==> src/dlp_pkg.sv <==
package dlp_pkg;

  localparam int WIPER_W = 6;
  localparam int BYTE_W = 8;
  localparam int ATTEN_W = 8;

  // Wiper codes: taps 0..32, code 33 is mute
  localparam logic [5:0] MUTE_CODE = 6'h21;
  localparam logic [5:0] WIPER_RESET = 6'h21;
  localparam logic [5:0] LAST_TAP = 6'h20;

  // Taper breakpoints in tap numbers and in dB
  localparam logic [7:0] SEG1_END_TAP = 8'h0C;
  localparam logic [7:0] SEG2_END_TAP = 8'h18;
  localparam logic [7:0] SEG1_END_DB = 8'h0C;
  localparam logic [7:0] SEG2_END_DB = 8'h24;
  localparam logic [7:0] SEG2_STEP_DB = 8'h02;
  localparam logic [7:0] SEG3_STEP_DB = 8'h03;
  // Mute is deeper than any tap; reported as all ones
  localparam logic [7:0] MUTE_ATTEN = 8'hFF;

  // Addressing byte field positions
  localparam int RW_BIT = 0;
  localparam int SEL_LSB = 1;
  localparam int TYPE_LSB = 4;
  localparam logic [2:0] LAST_BIT = 3'h7;

  typedef struct packed {
    logic scl;
    logic sda;
    logic gate_n;
  } dlp_pins_t;

  typedef enum logic [2:0] {
    ST_IDLE,
    ST_ADDR,
    ST_ADDR_ACK,
    ST_WR_DATA,
    ST_WR_ACK,
    ST_RD_DATA,
    ST_RD_ACK
  } dlp_state_t;

  function automatic logic [7:0] dlp_atten(input logic [5:0] tap);
    logic [7:0] t;
    t = {2'h0, tap};
    if (tap > LAST_TAP)
      dlp_atten = MUTE_ATTEN;
    else if (t <= SEG1_END_TAP)
      dlp_atten = t;
    else if (t <= SEG2_END_TAP)
      dlp_atten = SEG1_END_DB + (t - SEG1_END_TAP) * SEG2_STEP_DB;
    else
      dlp_atten = SEG2_END_DB + (t - SEG2_END_TAP) * SEG3_STEP_DB;
  endfunction

endpackage

==> src/dlp_pot_slave.sv <==
// Function
// - Two independent channels of 33 taps plus mute; own register each.
// - 6-bit position register per channel, set only over the serial port.
// - Reset loads both position registers with mute code 33.
// - 34 selections per channel; the last is mute, deepest attenuation.
// - Taps map 1 dB steps for 12, 2 dB for 12, 3 dB for 8.
// - Sample data on clock rises; change outgoing data after clock falls.
// - Data line driven open-drain only: pull low or release.
// - Port gate low enables the port; high ignores clock and data.
// - Three select pins set the bus address, up to eight devices.
// - Slave only; never drives the clock, never makes start or stop.
// - Last addressing bit one means read, zero means write.
// - Acknowledge address only when type code and select bits match.
// - Read returns channel 0 then 1; a master not-acknowledge ends it.
// - All bytes go MSB first; the receiving side gives the acknowledge.
`timescale 1ns/1ps
`default_nettype none

module dlp_pot_slave
  import dlp_pkg::*;
#(
  // Device type code; value is arbitrary
  parameter logic [3:0] TYPE_CODE = 4'hA
)
(
  input wire logic i_ref_clk,
  input wire logic i_rst_n,
  input wire logic i_scl,
  input wire logic i_sda,
  input wire logic i_port_gate_n,
  input wire logic i_bus_addr_sel_bit0,
  input wire logic i_bus_addr_sel_bit1,
  input wire logic i_bus_addr_sel_bit2,
  output logic o_sda_out,
  output logic o_sda_oe,
  output logic [dlp_pkg::WIPER_W-1:0] o_tap_out_ch0,
  output logic [dlp_pkg::WIPER_W-1:0] o_tap_out_ch1,
  output logic [dlp_pkg::ATTEN_W-1:0] o_atten_db_ch0,
  output logic [dlp_pkg::ATTEN_W-1:0] o_atten_db_ch1
);
  import dlp_pkg::*;

  dlp_pins_t pin_meta_q;
  dlp_pins_t pin_sync_q;
  dlp_pins_t pin_prev_q;
  dlp_pins_t pin_raw;
  dlp_state_t state_q;
  dlp_state_t state_d;
  logic [2:0] bit_cnt_q;
  logic full_q;
  logic [7:0] shift_q;
  logic [7:0] tx_q;
  logic rw_q;
  logic ptr_q;
  logic more_q;
  logic sda_oe_q;
  logic [5:0] wiper0_q;
  logic [5:0] wiper1_q;
  logic [7:0] atten0_q;
  logic [7:0] atten1_q;
  logic [2:0] sel_meta_q;
  logic [2:0] sel_sync_q;

  // Pins cross into the reference clock through two flops; the link
  // clock is only sampled, so it needs a few reference cycles per level
  assign pin_raw = '{scl: i_scl, sda: i_sda, gate_n: i_port_gate_n};

  always_ff @(posedge i_ref_clk)
  begin
    if (!i_rst_n)
    begin
      pin_meta_q <= '{scl: 1'b1, sda: 1'b1, gate_n: 1'b1};
      pin_sync_q <= '{scl: 1'b1, sda: 1'b1, gate_n: 1'b1};
      pin_prev_q <= '{scl: 1'b1, sda: 1'b1, gate_n: 1'b1};
      sel_meta_q <= 3'h0;
      sel_sync_q <= 3'h0;
    end
    else
    begin
      pin_meta_q <= pin_raw;
      pin_sync_q <= pin_meta_q;
      pin_prev_q <= pin_sync_q;
      sel_meta_q <= {i_bus_addr_sel_bit2, i_bus_addr_sel_bit1,
                     i_bus_addr_sel_bit0};
      sel_sync_q <= sel_meta_q;
    end
  end

  wire port_on = !pin_sync_q.gate_n;
  wire scl_rise = port_on && pin_sync_q.scl && !pin_prev_q.scl;
  wire scl_fall = port_on && !pin_sync_q.scl && pin_prev_q.scl;
  // Start and stop only seen, never made
  wire scl_high = pin_sync_q.scl && pin_prev_q.scl;
  wire bus_start = port_on && scl_high && pin_prev_q.sda && !pin_sync_q.sda;
  wire bus_stop = port_on && scl_high && !pin_prev_q.sda && pin_sync_q.sda;
  // Straps are synchronised too, so a strap moved mid-byte cannot glitch
  wire type_hit = shift_q[TYPE_LSB +: 4] == TYPE_CODE;
  wire sel_hit = shift_q[SEL_LSB +: 3] == sel_sync_q;
  wire addr_match = type_hit && sel_hit;
  wire is_read = shift_q[RW_BIT];
  // Out-of-range codes are forced to mute
  wire [5:0] rx_code = (shift_q[7:6] != 2'h0 || shift_q[5:0] > MUTE_CODE)
                       ? MUTE_CODE : shift_q[5:0];
  wire [7:0] rd_byte0 = {2'h0, wiper0_q};
  wire [7:0] rd_byte1 = {2'h0, wiper1_q};
  wire byte_end = scl_fall && full_q;
  // A third written byte is refused with a not-acknowledge
  wire wr_take = byte_end && (state_q == ST_WR_DATA) && !ptr_q;
  wire wr_take_last = byte_end && (state_q == ST_WR_DATA) && ptr_q && !more_q;

  always_comb
  begin
    state_d = state_q;
    if (!port_on || bus_stop)
      state_d = ST_IDLE;
    else if (bus_start)
      state_d = ST_ADDR;
    else if (scl_fall)
    begin
      unique case (state_q)
        ST_IDLE: state_d = ST_IDLE;
        ST_ADDR:
          if (full_q)
            state_d = addr_match ? ST_ADDR_ACK : ST_IDLE;
        ST_ADDR_ACK: state_d = rw_q ? ST_RD_DATA : ST_WR_DATA;
        ST_WR_DATA:
          if (full_q)
            state_d = (wr_take || wr_take_last) ? ST_WR_ACK : ST_IDLE;
        ST_WR_ACK: state_d = ST_WR_DATA;
        ST_RD_DATA:
          if (full_q)
            state_d = ST_RD_ACK;
        ST_RD_ACK: state_d = more_q ? ST_RD_DATA : ST_IDLE;
      endcase
    end
  end

  always_ff @(posedge i_ref_clk)
  begin
    if (!i_rst_n)
      state_q <= ST_IDLE;
    else
      state_q <= state_d;
  end

  // Receive shifter and bit count, MSB first on rising edges
  always_ff @(posedge i_ref_clk)
  begin
    if (!i_rst_n || bus_start || !port_on)
    begin
      bit_cnt_q <= 3'h0;
      full_q <= 1'b0;
      shift_q <= 8'h00;
    end
    else if (scl_rise && (state_q == ST_ADDR || state_q == ST_WR_DATA
                          || state_q == ST_RD_DATA))
    begin
      shift_q <= {shift_q[6:0], pin_sync_q.sda};
      bit_cnt_q <= bit_cnt_q + 3'h1;
      full_q <= (bit_cnt_q == LAST_BIT);
    end
    else if (byte_end)
    begin
      full_q <= 1'b0;
      bit_cnt_q <= 3'h0;
    end
  end

  // Direction, byte pointer and the master acknowledge
  always_ff @(posedge i_ref_clk)
  begin
    if (!i_rst_n || bus_start)
    begin
      rw_q <= 1'b0;
      ptr_q <= 1'b0;
      more_q <= 1'b0;
    end
    else
    begin
      if (state_q == ST_ADDR && byte_end)
        rw_q <= is_read;
      if (state_q == ST_WR_ACK && scl_fall)
      begin
        more_q <= ptr_q;
        ptr_q <= 1'b1;
      end
      // Ack after byte 0 asks for byte 1; anything else ends the read
      if (state_q == ST_RD_ACK && scl_rise)
        more_q <= !pin_sync_q.sda && !ptr_q;
      if (state_q == ST_RD_ACK && scl_fall)
        ptr_q <= 1'b1;
    end
  end

  // Transmit byte and open-drain drive, changed on falling edges, cleared on start, stop or gate high
  always_ff @(posedge i_ref_clk)
  begin
    if (!i_rst_n || !port_on || bus_start || bus_stop)
    begin
      sda_oe_q <= 1'b0;
      tx_q <= 8'h00;
    end
    else if (scl_fall)
    begin
      unique case (state_q)
        ST_ADDR:
          sda_oe_q <= full_q && addr_match;
        ST_ADDR_ACK:
          if (rw_q)
          begin
            tx_q <= rd_byte0;
            sda_oe_q <= !rd_byte0[7];
          end
          else
            sda_oe_q <= 1'b0;
        ST_WR_DATA:
          sda_oe_q <= wr_take || wr_take_last;
        ST_WR_ACK:
          sda_oe_q <= 1'b0;
        ST_RD_DATA:
          if (full_q)
            sda_oe_q <= 1'b0;
          else
          begin
            tx_q <= {tx_q[6:0], 1'b0};
            sda_oe_q <= !tx_q[6];
          end
        ST_RD_ACK:
          if (more_q)
          begin
            tx_q <= rd_byte1;
            sda_oe_q <= !rd_byte1[7];
          end
          else
            sda_oe_q <= 1'b0;
        ST_IDLE:
          sda_oe_q <= 1'b0;
      endcase
    end
  end

  // Wiper registers: mute from reset, loaded only by serial writes
  always_ff @(posedge i_ref_clk)
  begin
    if (!i_rst_n)
    begin
      wiper0_q <= WIPER_RESET;
      wiper1_q <= WIPER_RESET;
    end
    else if (wr_take)
      wiper0_q <= rx_code;
    else if (wr_take_last)
      wiper1_q <= rx_code;
  end

  // Attenuation readout lags the wiper by one cycle
  always_ff @(posedge i_ref_clk)
  begin
    if (!i_rst_n)
    begin
      atten0_q <= MUTE_ATTEN;
      atten1_q <= MUTE_ATTEN;
    end
    else
    begin
      atten0_q <= dlp_atten(wiper0_q);
      atten1_q <= dlp_atten(wiper1_q);
    end
  end
  // Output low only; a release lets the pull-up take the line
  always_ff @(posedge i_ref_clk)
  begin
    o_sda_out <= 1'b0;
  end
  assign o_sda_oe = sda_oe_q;
  assign o_tap_out_ch0 = wiper0_q;
  assign o_tap_out_ch1 = wiper1_q;
  assign o_atten_db_ch0 = atten0_q;
  assign o_atten_db_ch1 = atten1_q;
endmodule

`default_nettype wire

==> config.mk <==
export PLATFORM = sky130hd
export DESIGN_NAME = dlp_pot_slave
export DESIGN_NICKNAME = d
export VERILOG_FILES = /design/src/dlp_pkg.sv /design/src/dlp_pot_slave.sv
export SDC_FILE = /design/constraint.sdc
export NUM_CORES = 1
export LEC_CHECK = 0
export BUFFER_PORTS_ARGS = -buffer_cell sky130_fd_sc_hd__buf_2
export CAP_MARGIN = 40
export CORE_UTILIZATION = 40
export DETAILED_ROUTE_END_ITERATION = 10
export GPL_TIMING_DRIVEN = 0
export PLACE_DENSITY_LB_ADDON = 0.12
export SYNTH_ARGS = -nofsm -noshare
export SYNTH_HDL_FRONTEND = slang
export SYNTH_SLANG_ARGS = --single-unit
==> constraint.sdc <==
create_clock -name i_ref_clk -period 5.6 [get_ports i_ref_clk]
set_input_delay 0.28 -clock i_ref_clk [delete_from_list [all_inputs] [get_ports i_ref_clk]]
set_output_delay 0.28 -clock i_ref_clk [all_outputs]
set_load 0.01 [all_outputs]
Word level (Yosys, flattened, before mapping) --
Index checks and enable logic that the tools add are counted.
Word-level totals: register bits 68, output and inout bits 30
Operators by class: add/subtract/negate cells 9, multipliers 2, magnitude comparators 7, equality and inequality tests 18, mux-type cells 31, bitwise logic cells 2, reductions and logical operators 58
Operator list (count):
- 8-bit 2-to-1 mux | 4
- 3-bit 2-to-1 mux | 8
- 1-bit logical AND | 23
- 7-bit 2-to-1 mux | 3
- 3-bit case mux with 7 select lines | 1
- 7-bit case mux with 3 select lines | 1
- 6-bit > comparator, second input constant | 3
- 4-bit by 8-bit adder with 8-bit output, first input constant | 2
- 6-bit by 8-bit adder with 8-bit output, first input constant | 2
- 8-bit by 2-bit multiplier with 8-bit output, second input constant | 2
- 6-bit by 4-bit subtractor with 7-bit output, second input constant | 2
- 6-bit by 5-bit subtractor with 7-bit output, second input constant | 2
- 3-bit equality test, second input constant | 4
- 6-bit by 4-bit <= comparator with 1-bit output, second input constant | 2
- 6-bit by 5-bit <= comparator with 1-bit output, second input constant | 2
- 2-bit inequality test, second input constant | 6
- 1-bit 2-to-1 mux | 11
- 1-bit logical OR | 10
- 2-bit nonzero test | 5
- 1-bit zero test | 9
- 3-bit inequality test, second input constant | 3
- 4-bit AND reduction | 2
- 2-bit OR reduction | 4
- 3-bit by 2-bit equality test with 1-bit output, second input constant | 2
- 13 further kinds | 14

Longest topological paths before layout --
Gate-level depths: netlist (run 1).
depth in word-level cells 13, depth in mapped cells 11, gate-level depth less buffers 11

Worst setup path before layout (run 1) --
No wires, ideal clock.
path kind flip-flop to flip-flop, from reg wiper1_q[3], in the netlist o_tap_out_ch1[3], to reg atten1_q[5], in the netlist o_atten_db_ch1[5], library setup time 0.106 ns, arrival time 2.298 ns, slack 3.196 ns, cell stages (with the launch flop) 9, cells stage by stage dfxtp_1 -> inv_1 -> ha_1 -> xor2_1 -> ha_1 -> o21ai_0 -> nor2_1 -> or4_1 -> o311ai_0
Between the ends: word-level cells in the longest chain between the ends 5
RTL lines:
- from (decl) | RTL line dlp_pot_slave.sv:58 | logic [5:0] wiper1_q;
- from (signal assigned) | RTL line dlp_pot_slave.sv:253 | wiper1_q <= rx_code;
- 6-bit by 5-bit subtractor with 7-bit output | RTL line dlp_pkg.sv:54 | dlp_atten = SEG2_END_DB + (t - SEG2_END_TAP) * SEG3_STEP_DB;
- 8-bit by 2-bit multiplier with 8-bit output | RTL line dlp_pkg.sv:54
- 6-bit by 8-bit adder with 8-bit output | RTL line dlp_pkg.sv:54
- 8-bit 2-to-1 mux | RTL line dlp_pkg.sv:51 | else if (t <= SEG2_END_TAP)
- 8-bit 2-to-1 mux | RTL line dlp_pkg.sv:49 | else if (t <= SEG1_END_TAP)
- to (signal assigned) | RTL line dlp_pot_slave.sv:267 | atten1_q <= dlp_atten(wiper1_q);
- to (decl) | RTL line dlp_pot_slave.sv:60 | logic [7:0] atten1_q;
Parallel ways exist; a longest one is shown, timed or not. A chain may end at the register's enable or synchronous reset.

Worst setup path in the final report (run 1) --
Same ends and word-level chain as after synthesis.

==> impl_metrics.env, run 1 <==
export IMPL_cap_violations=0
export IMPL_relSlewSlack_pct=48.7
export IMPL_async_reset_ff_share_pct=0
export IMPL_cts_buffers_inserted=9
export IMPL_crit_path_frequent_cell="ha_1"
export IMPL_clkSlewWorstSetupHoldPaths_ns=0.08
export IMPL_synth_top_family_by_area="simple AND/OR/NAND/NOR gates"
export IMPL_stdcell_area_um2=4670
export IMPL_dpl_hpwl_mm=6.69
export IMPL_die_h_um=103
export IMPL_period_minus_slack_ns=2.65
export IMPL_avgSynthCellArea_um2=8.72
export IMPL_fmax_mhz=378
export IMPL_clock_skew_ns=0.00544
export IMPL_place_congestion=0.810
export IMPL_drtIter0Drc=108
export IMPL_yosysWarnings=0
export IMPL_fin_nets=570
export IMPL_cts_tree="yes"
export IMPL_most_common_layout_cells="dfxtp_1, nor2_1, buf_2"
export IMPL_synth_compound_area_share_pct=17.4
export IMPL_powerDensity_nw_per_um2=207
export IMPL_min_from="i_scl"
export IMPL_crit_start="o_tap_out_ch1[3]"
export IMPL_syn_num_nets=519
export IMPL_hold_buffers=0
export IMPL_setup_viol_count_final=0
export IMPL_antenna_found_initial=0
export IMPL_mostFrequentLayoutCell="dfxtp_1"
export IMPL_use_met1_pct=25.3
export IMPL_tightest_slew_ns=0.769
export IMPL_status="complete, no violations"
export IMPL_placeableCoreArea_um2=9820
export IMPL_routedWlPerCell_um=14.0
export IMPL_rsz0062_at_grt="false"
export IMPL_end_kind="flop"
export IMPL_r2r_start="o_tap_out_ch1[3]"
export IMPL_regArea_um2=1360
export IMPL_crit_path_cell_trace="inv_1 -> ha_1 -> xor2_1 -> ha_1 -> o21ai_0 -> nor2_1 -> or4_1 -> o311ai_0"
export IMPL_ys_seq_elements=68
export IMPL_drcViolationCount=0
export IMPL_synth_ff_type="dfxtp_1"
export IMPL_synth_cells=467
export IMPL_yosysSeqAreaShare_pct=33.4
export IMPL_rows=36
export IMPL_slowest_stage="dfxtp_1"
export IMPL_cp_top_family="adder cells"
export IMPL_ir_worst_vdd_uv=92.8
export IMPL_finalSetupTns_ns=0
export IMPL_multiInputGateArea_um2=2510
export IMPL_grt_first_pass_wirelength_mm=15.4
export IMPL_finalCritPeriodShare_pct=47.3
export IMPL_vias=3384
export IMPL_cp_arrival_ns=2.90
export IMPL_wl_mm=9.16
export IMPL_root_buffer="clkbuf_8"
export IMPL_ant_nets=0
export IMPL_synth_mux_area_share_pct=7.74
export IMPL_die_w_um=103
export IMPL_grt_util_met2_pct=30.3
export IMPL_cp_start_kind="flop"
export IMPL_grt_ovfl_total=0
export IMPL_clockBufferDepth=2
export IMPL_syn2layout_area_growth_pct=14.5
export IMPL_cp_num_buf_inv=1
export IMPL_synth_distinct_cells=56
export IMPL_syn_area_um2=4070
export IMPL_path_max_fanout=11
export IMPL_dieArea_um2=10600
export IMPL_start_util_pct=41.5
export IMPL_grt_max_degree=14
export IMPL_clock_latency_ns=0.35
export IMPL_cts_repair_resized=0
export IMPL_postCtsSetupBuffers=0
export IMPL_top_level_ports=38
export IMPL_cts_sinks=68
export IMPL_synthSimpleGateAreaFrac_pct=19.6
export IMPL_n_fill_cell=999
export IMPL_top_usage_layer="met2"
export IMPL_met3_usage_pct=5.29
export IMPL_placed_area_um2=4440
export IMPL_drtPass1Iterations=5
export IMPL_synthAdderAreaFrac_pct=13.9
export IMPL_hold_viol_final=0
export IMPL_grt_pass1_vias=3161
export IMPL_synth_edf_count=0
export IMPL_yosys_area_share_xor_xnor_pct=3.01
export IMPL_layout_drive_gt1_share_pct=14.5
export IMPL_p_leak_uw=0.00191
export IMPL_diodes=0
export IMPL_min_path_type="in2reg"
export IMPL_h_tree_depth=3
export IMPL_slew_viol_final=0
export IMPL_worstSetupPathType="reg2reg"
export IMPL_grt_use_total_pct=19.0
export IMPL_port_buffers=36
export IMPL_critical_path_required_ns=5.85
export IMPL_max_stage_delay_ns=0.62
export IMPL_vias_per_cell=5.16
[through the flow]
stage	hold slack, ns	utilization, %	setup slack [ns]	power (µW)	std cells
global route	0.0833	47.5	2.65	1010	656
detailed placement	0.396	45.2	2.97	518	640
finish	0.0993	47.5	2.95	966	656
floorplan	0.381	-	3.20	512	467
CTS	0.0879	47.5	2.94	982	656
global placement	0.389	45.0	2.82	518	636
[per-layer routing]
layer  wire [µm]  up-vias
met3         338        4
met5           0        -
met1        4610     1553
li1            -     1762
met2        4160       65
met4          46        0
[registers in the layout (all words and copies together) (netlist names)]
name,count
o_atten_db_ch0,8
o_atten_db_ch1,8
shift_q,8
tx_q,7
o_tap_out_ch0,6
o_tap_out_ch1,6
bit_cnt_q,3
pin_meta_q,3
pin_sync_q,3
sel_meta_q,3
sel_sync_q,3
state_q,3
pin_prev_q,2
full_q,1
more_q,1
o_sda_oe,1
ptr_q,1
rw_q,1
[worst paths after layout]
path / end / slack, ns / cells after the start
worst min-delay path: pin_meta_q[2] / 0.1 / 2
worst max register to register: o_atten_db_ch1[5] / 2.95 / 8
worst max-delay path: o_atten_db_ch1[5] / 2.95 / 8
worst min register to register: pin_sync_q[0] / 0.41 / 1
[where the power goes]
group | internal [µW] | switching [µW] | total, µW
Clock | 254 | 205 | 459
Combinational | 7.08 | 9.20 | 16.3
Sequential | 487 | 2.80 | 490
[synthesized netlist by cell type (3+ instances only)]
master	instances	area (µm²)
a211oi_1	11	82.6
a21o_1	4	30.0
a21oi_1	27	135
a22oi_1	4	30.0
a2bb2oi_1	4	35.0
a31oi_1	9	56.3
and2_1	12	75.1
buf_2	4	20.0
clkbuf_1	14	52.6
dfxtp_1	68	1360
ha_1	42	526
inv_1	29	109
mux2_2	4	45.0
mux2i_1	27	270
nand2_1	32	120
nand2b_1	14	87.6
nand3_1	9	45.0
nand4b_1	3	26.3
nor2_1	47	176
nor3_1	13	65.1
o211ai_1	5	37.5
o21ai_0	15	75.1
o21ai_1	3	15.0
o22ai_1	7	43.8
or4_1	5	37.5
xnor2_1	5	43.8
xor2_1	9	78.8
[final cells by class]
| class | instances | area share (%) |
|---|---|---|
| Timing Repair Buffer | 40 | 4.34 |
| Sequential cell | 68 | 29.2 |
| Tap cell | 133 | 3.57 |
| Clock buffer | 9 | 2.65 |
| Buffer | 20 | 1.96 |
| Multi-Input combinational cell | 350 | 53.8 |
| Clock inverter | 7 | 2.12 |
| Inverter | 29 | 2.33 |
[logic make-up (layout without fill, tap and decap cells)]
| logic type | count (synthesis) | count (layout) |
|---|---|---|
| and+or+nand+nor | 152 | 152 |
| AOI/OAI and AO/OA | 108 | 108 |
| DFF | 68 | 68 |
| buffers and inverters | 49 | 105 |
| adders and majority gates | 44 | 44 |
| muxes | 31 | 31 |
| xor gates and xnor gates | 14 | 14 |
| other | 1 | 1 |
(Power assumes the default switching activity.)
==> inputs of run 2 (changes only) <==
- clock period: 5.6 -> 2.2 ns (I/O delays scaled with it)
==> run 2 against run 1 <==
The run now ends with negative setup slack left. Register-to-register slack worse by 3.0 ns. First-iteration DRC count up 68%. Non-clock buffer count up 23. Wire length up 12%. Sequential share of layout area down 1.9 points. Worst hold slack better by 0.13 ns. Die area unchanged. Power up 130%. Clock power up 100%. Sequential power rose to 2.5 times the previous value. Via count up 5.9%. Critical path type unchanged. Largest cell class unchanged.
==> impl_metrics.env, run 2 (synthesized netlist as in run 1, its figures left out) <==
export IMPL_ff2ff_setup_slack_ns=-0.05
export IMPL_ant_nets=0
export IMPL_r2r_start="o_tap_out_ch0[3]"
export IMPL_critical_path_required_ns=2.46
export IMPL_hold_ws_ns=0.234
export IMPL_grt_first_pass_wirelength_mm=16.8
export IMPL_worstReg2RegEnd="o_atten_db_ch0[5]"
export IMPL_hold_end="state_q[0]"
export IMPL_port_buffers=36
export IMPL_end_kind="flop"
export IMPL_rsz0062_at_grt="true"
export IMPL_cts_sinks=68
export IMPL_start_util_pct=41.5
export IMPL_wl_mm=10.3
export IMPL_dp_cells=640
export IMPL_vias_per_cell=5.28
export IMPL_ir_worst_vdd_uv=268
export IMPL_hold_viol_final=0
export IMPL_cp_num_buf_inv=1
export IMPL_fmax_mhz=445
export IMPL_cap_violations=0
export IMPL_syn2layout_area_growth_pct=25.3
export IMPL_die_w_um=103
export IMPL_period_minus_slack_ns=2.25
export IMPL_tightest_slew_ns=0.788
export IMPL_place_congestion=0.885
export IMPL_setup_viol_count_final=1
export IMPL_antenna_found_initial=0
export IMPL_clock_latency_ns=0.35
export IMPL_slew_viol_final=0
export IMPL_cts_buffers_inserted=9
export IMPL_dieArea_um2=10600
export IMPL_routedWlPerCell_um=15.1
export IMPL_placed_area_um2=4490
export IMPL_drtIter0Drc=181
export IMPL_whs_path_depth=5
export IMPL_grt_use_total_pct=20.5
export IMPL_grt_pass1_vias=3331
export IMPL_worstSetupPathType="reg2reg"
export IMPL_utilization_pct=52.0
export IMPL_fin_nets=593
export IMPL_drtPass1Iterations=4
export IMPL_powerDensity_nw_per_um2=435
export IMPL_crit_path_cell_trace="clkinvlp_4 -> ha_4 -> xor2_1 -> ha_1 -> o21ai_2 -> nor2_1 -> or4_4 -> o311ai_2"
export IMPL_finalWorstSetupSlack_ns=-0.0453
export IMPL_grt_max_degree=13
export IMPL_placeableCoreArea_um2=9820
export IMPL_mostFrequentLayoutCell="dfxtp_1"
export IMPL_most_common_layout_cells="dfxtp_1, nor2_1, buf_2"
export IMPL_cp_top_family="adder cells"
export IMPL_relSlewSlack_pct=47.5
export IMPL_ff2ff_path_depth=8
export IMPL_dpl_hpwl_mm=6.92
export IMPL_layout_drive_gt1_share_pct=26.4
export IMPL_min_from="i_rst_n"
export IMPL_h_tree_depth=3
export IMPL_diodes=0
export IMPL_cts_tree="yes"
export IMPL_slowest_stage="or4_4"
export IMPL_drcViolationCount=0
export IMPL_die_h_um=103
export IMPL_path_max_fanout=4
export IMPL_rows=36
export IMPL_cp_start_kind="flop"
export IMPL_stdcell_count=679
export IMPL_stdcell_area_um2=5110
export IMPL_clock_skew_ns=0.0146
export IMPL_root_buffer="clkbuf_8"
export IMPL_violations="negative setup slack"
export IMPL_p_leak_uw=0.00203
export IMPL_max_stage_delay_ns=0.49
export IMPL_status="finished with violations"
export IMPL_top_level_ports=38
export IMPL_min_path_type="in2reg"
export IMPL_vias=3583
export IMPL_finalCritPeriodShare_pct=102
export IMPL_clockBufferDepth=2
export IMPL_grt_ovfl_total=0
export IMPL_clkSlewWorstSetupHoldPaths_ns=0.08
export IMPL_cp_arrival_ns=2.51
[run 2: how the worst max path moves through the flow]
stage                                start                end  depth (start not counted)
final                     o_tap_out_ch0[3]  o_atten_db_ch0[5]                          8
after global routing      o_tap_out_ch0[3]  o_atten_db_ch0[5]                          8
after CTS                 o_tap_out_ch0[2]  o_atten_db_ch0[6]                         10
after detailed placement  o_tap_out_ch0[4]  o_atten_db_ch0[3]                          9
after global placement    o_tap_out_ch0[4]  o_atten_db_ch0[5]                          8
after floorplan           o_tap_out_ch1[3]  o_atten_db_ch1[5]                         10
[run 2: per-layer routing]
layer  GRT usage, %  wire length, µm
met3           4.81              391
met5              0                0
met2           34.1             4830
met1           27.1             4980
met4           4.55               52
[run 2: final cells by class]
class | count | area, µm²
Multi-Input combinational cell | 350 | 2760
Clock inverter | 5 | 36.3
Timing Repair Buffer | 63 | 390
Tap cell | 133 | 166
Buffer | 20 | 98.8
Sequential cell | 68 | 1390
Inverter | 29 | 118
Fill cell | 925 | 4710
Clock buffer | 11 | 141
[run 2: what timing repair did]
item                                    in CTS  in global routing
hold buffers                                 6                  0
endpoints found under the setup margin      13                  9
hold endpoints to repair                     6                  0
gates resized for setup                     32                 26
pin swaps                                    9                  9
setup buffers                               13                  4
[run 2: worst register-to-register path: stages, from the launching register on]
cell	delay (ns)
dfxtp_4	0.39
clkinvlp_4	0.17
ha_4	0.28
xor2_1	0.14
ha_1	0.37
o21ai_2	0.18
nor2_1	0.06
or4_4	0.49
o311ai_2	0.09
[run 2: power by group]
part | internal, µW | switching [µW] | total [µW]
clock | 443 | 489 | 931
sequential | 1230 | 7.28 | 1240
combinational | 25.0 | 24.6 | 49.5
total | 1700 | 520 | 2220
[run 2: per-stage QoR]
stage,setup WS [ns],total power [µW],TNS (ns)
after floorplan,-0.0154,1300,-0.0154
after global placement,-0.600,1310,-6.98
after detailed placement,-0.289,1310,-2.10
after CTS,0.000305,2260,0
after global routing,-0.0852,2320,-0.373
final,-0.0453,2220,-0.0453
==> inputs of run 3 (changes only) <==
- CORE_ASPECT_RATIO: unset -> 1.25
==> run 3 against run 2 <==
The run still ends with negative setup slack left. First-iteration DRC count shrank 28%. Global-route usage shrank 0.12 points. Non-clock buffer count shrank 2. Combinational power is essentially flat. Cell area grew 2.8%. Power grew 28%. Via count grew 0.95%. Die area is essentially flat. Cell count shrank 1.3%. Utilization grew 1.8 points. Worst hold slack lost 0.0084 ns.
==> impl_metrics.env, run 3 (synthesized netlist as in run 1, its figures left out) <==
export IMPL_grt_use_total_pct=20.4
export IMPL_clock_latency_ns=0.34
export IMPL_drtIter0Drc=130
export IMPL_vias_per_cell=5.40
export IMPL_finalWorstSetupSlack_ns=-0.00564
export IMPL_slew_viol_final=0
export IMPL_dpl_hpwl_mm=7.02
export IMPL_finalCritPeriodShare_pct=100
export IMPL_most_common_layout_cells="dfxtp_1, nor2_1, buf_2"
export IMPL_hold_viol_final=0
export IMPL_worstSetupPathType="reg2reg"
export IMPL_start_util_pct=41.7
export IMPL_port_buffers=36
export IMPL_ir_worst_vdd_uv=422
export IMPL_pre_cts_ws_ns=-0.216
export IMPL_powerDensity_nw_per_um2=543
export IMPL_violations="negative setup slack"
export IMPL_grt_first_pass_wirelength_mm=16.9
export IMPL_p_leak_uw=0.00209
export IMPL_dieArea_um2=10600
export IMPL_diodes=0
export IMPL_top_level_ports=38
export IMPL_crit_path_cell_trace="ha_2 -> ha_4 -> inv_1 -> ha_1 -> inv_2 -> ha_4 -> o21ai_2 -> nor2_1 -> or4_1 -> o311ai_1"
export IMPL_die_h_um=115
export IMPL_critical_path_required_ns=2.44
export IMPL_syn2layout_area_growth_pct=28.9
export IMPL_h_tree_depth=3
export IMPL_n_fill_cell=899
export IMPL_use_met1_pct=23.2
export IMPL_vias=3617
export IMPL_utilization_pct=53.8
export IMPL_layout_drive_gt1_share_pct=26.3
export IMPL_rsz0062_at_grt="true"
export IMPL_fin_nets=591
export IMPL_clock_skew_ns=0.00660
export IMPL_cts_sinks=68
export IMPL_relSlewSlack_pct=53.5
export IMPL_wl_mm=10.2
export IMPL_placed_area_um2=4480
export IMPL_die_w_um=92.3
export IMPL_stdcell_count=670
export IMPL_period_minus_slack_ns=2.21
export IMPL_antenna_found_initial=0
export IMPL_dp_cells=632
export IMPL_stdcell_area_um2=5250
export IMPL_grt_ovfl_total=0
export IMPL_root_buffer="clkbuf_16"
export IMPL_slowest_stage="or4_1"
export IMPL_drcViolationCount=0
export IMPL_grt_util_met2_pct=35.9
export IMPL_finalSetupTns_ns=-0.00564
export IMPL_cp_top_family="adder cells"
export IMPL_drtPass1Iterations=4
export IMPL_rows=40
export IMPL_fmax_mhz=453
export IMPL_cp_num_buf_inv=2
export IMPL_placeableCoreArea_um2=9760
export IMPL_cap_violations=0
export IMPL_clockBufferDepth=2
export IMPL_cts_tree="yes"
export IMPL_routedWlPerCell_um=15.2
export IMPL_ant_nets=0
export IMPL_cp_start_kind="flop"
export IMPL_grt_max_degree=13
export IMPL_setup_viol_count_final=1
export IMPL_status="finished with violations"
export IMPL_crit_path_frequent_cell="ha_4"
export IMPL_path_max_fanout=4
export IMPL_max_stage_delay_ns=0.47
export IMPL_end_kind="flop"
export IMPL_grt_pass1_vias=3487
export IMPL_regArea_um2=1390
export IMPL_cp_arrival_ns=2.44
export IMPL_clkSlewWorstSetupHoldPaths_ns=0.06
export IMPL_tightest_slew_ns=0.692
export IMPL_top_usage_layer="met2"
export IMPL_multiInputGateArea_um2=2800
export IMPL_min_path_type="in2reg"
export IMPL_place_congestion=0.877
export IMPL_met3_usage_pct=3.04
export IMPL_cts_buffers_inserted=9
export IMPL_mostFrequentLayoutCell="dfxtp_1"
-- run 3: final cells by class --
cell class              instances  share of cell area (%)
multi-input cells             350                    53.3
plain buffers                  20                    1.84
inverters                      29                    2.19
repair buffers                 61                    7.20
well taps                     126                    3.00
clock inverters                 6                    1.67
flip-flops and latches         68                    26.5
clock buffers                  10                    4.36
-- run 3: where the power goes --
| group | switching, µW | total [µW] | internal, µW |
|---|---|---|---|
| combinational | 24.4 | 49.3 | 24.9 |
| sequential | 7.48 | 1240 | 1240 |
| clock | 564 | 1560 | 993 |
-- run 3: what timing repair did --
item                                    CTS  global route
hold buffers                              6             0
gates cloned                              0             0
endpoints found under the hold margin     6             0
pin swaps                                10            11
resized for setup                        32            24
endpoints found under the setup margin   13            13
setup buffers                            12             4
-- run 3: final timing paths --
kind                    startpoint                 to  cells after the start  slack (ns)
setup reg to reg  o_tap_out_ch0[3]  o_atten_db_ch0[5]                     10      -0.006
hold / removal             i_rst_n      pin_meta_q[0]                      3        0.23
setup / recovery  o_tap_out_ch0[3]  o_atten_db_ch0[5]                     10      -0.006
hold reg to reg      pin_meta_q[1]      pin_sync_q[1]                      1        0.40
-- run 3: stage by stage --
stage	power [µW]	hold slack, ns
floorplan	1300	0.211
global placement	1310	0.291
detailed placement	1310	0.293
CTS	2890	0.229
global route	2940	0.251
finish	2850	0.225
-- run 3: worst register-to-register path, cell delays in order (launching register included) --
cell,delay [ns]
dfxtp_4,0.36
ha_2,0.19
ha_4,0.27
inv_1,0.04
ha_1,0.29
inv_2,0.07
ha_4,0.20
o21ai_2,0.06
nor2_1,0.05
or4_1,0.47
o311ai_1,0.10
-- run 3: routing by layer --
layer  up-vias  part of all wire (%)
met5         -                     0
met4         0                   3.3
met3        20                   3.1
met2        72                    50
met1      1714                    43
li1       1811                     -
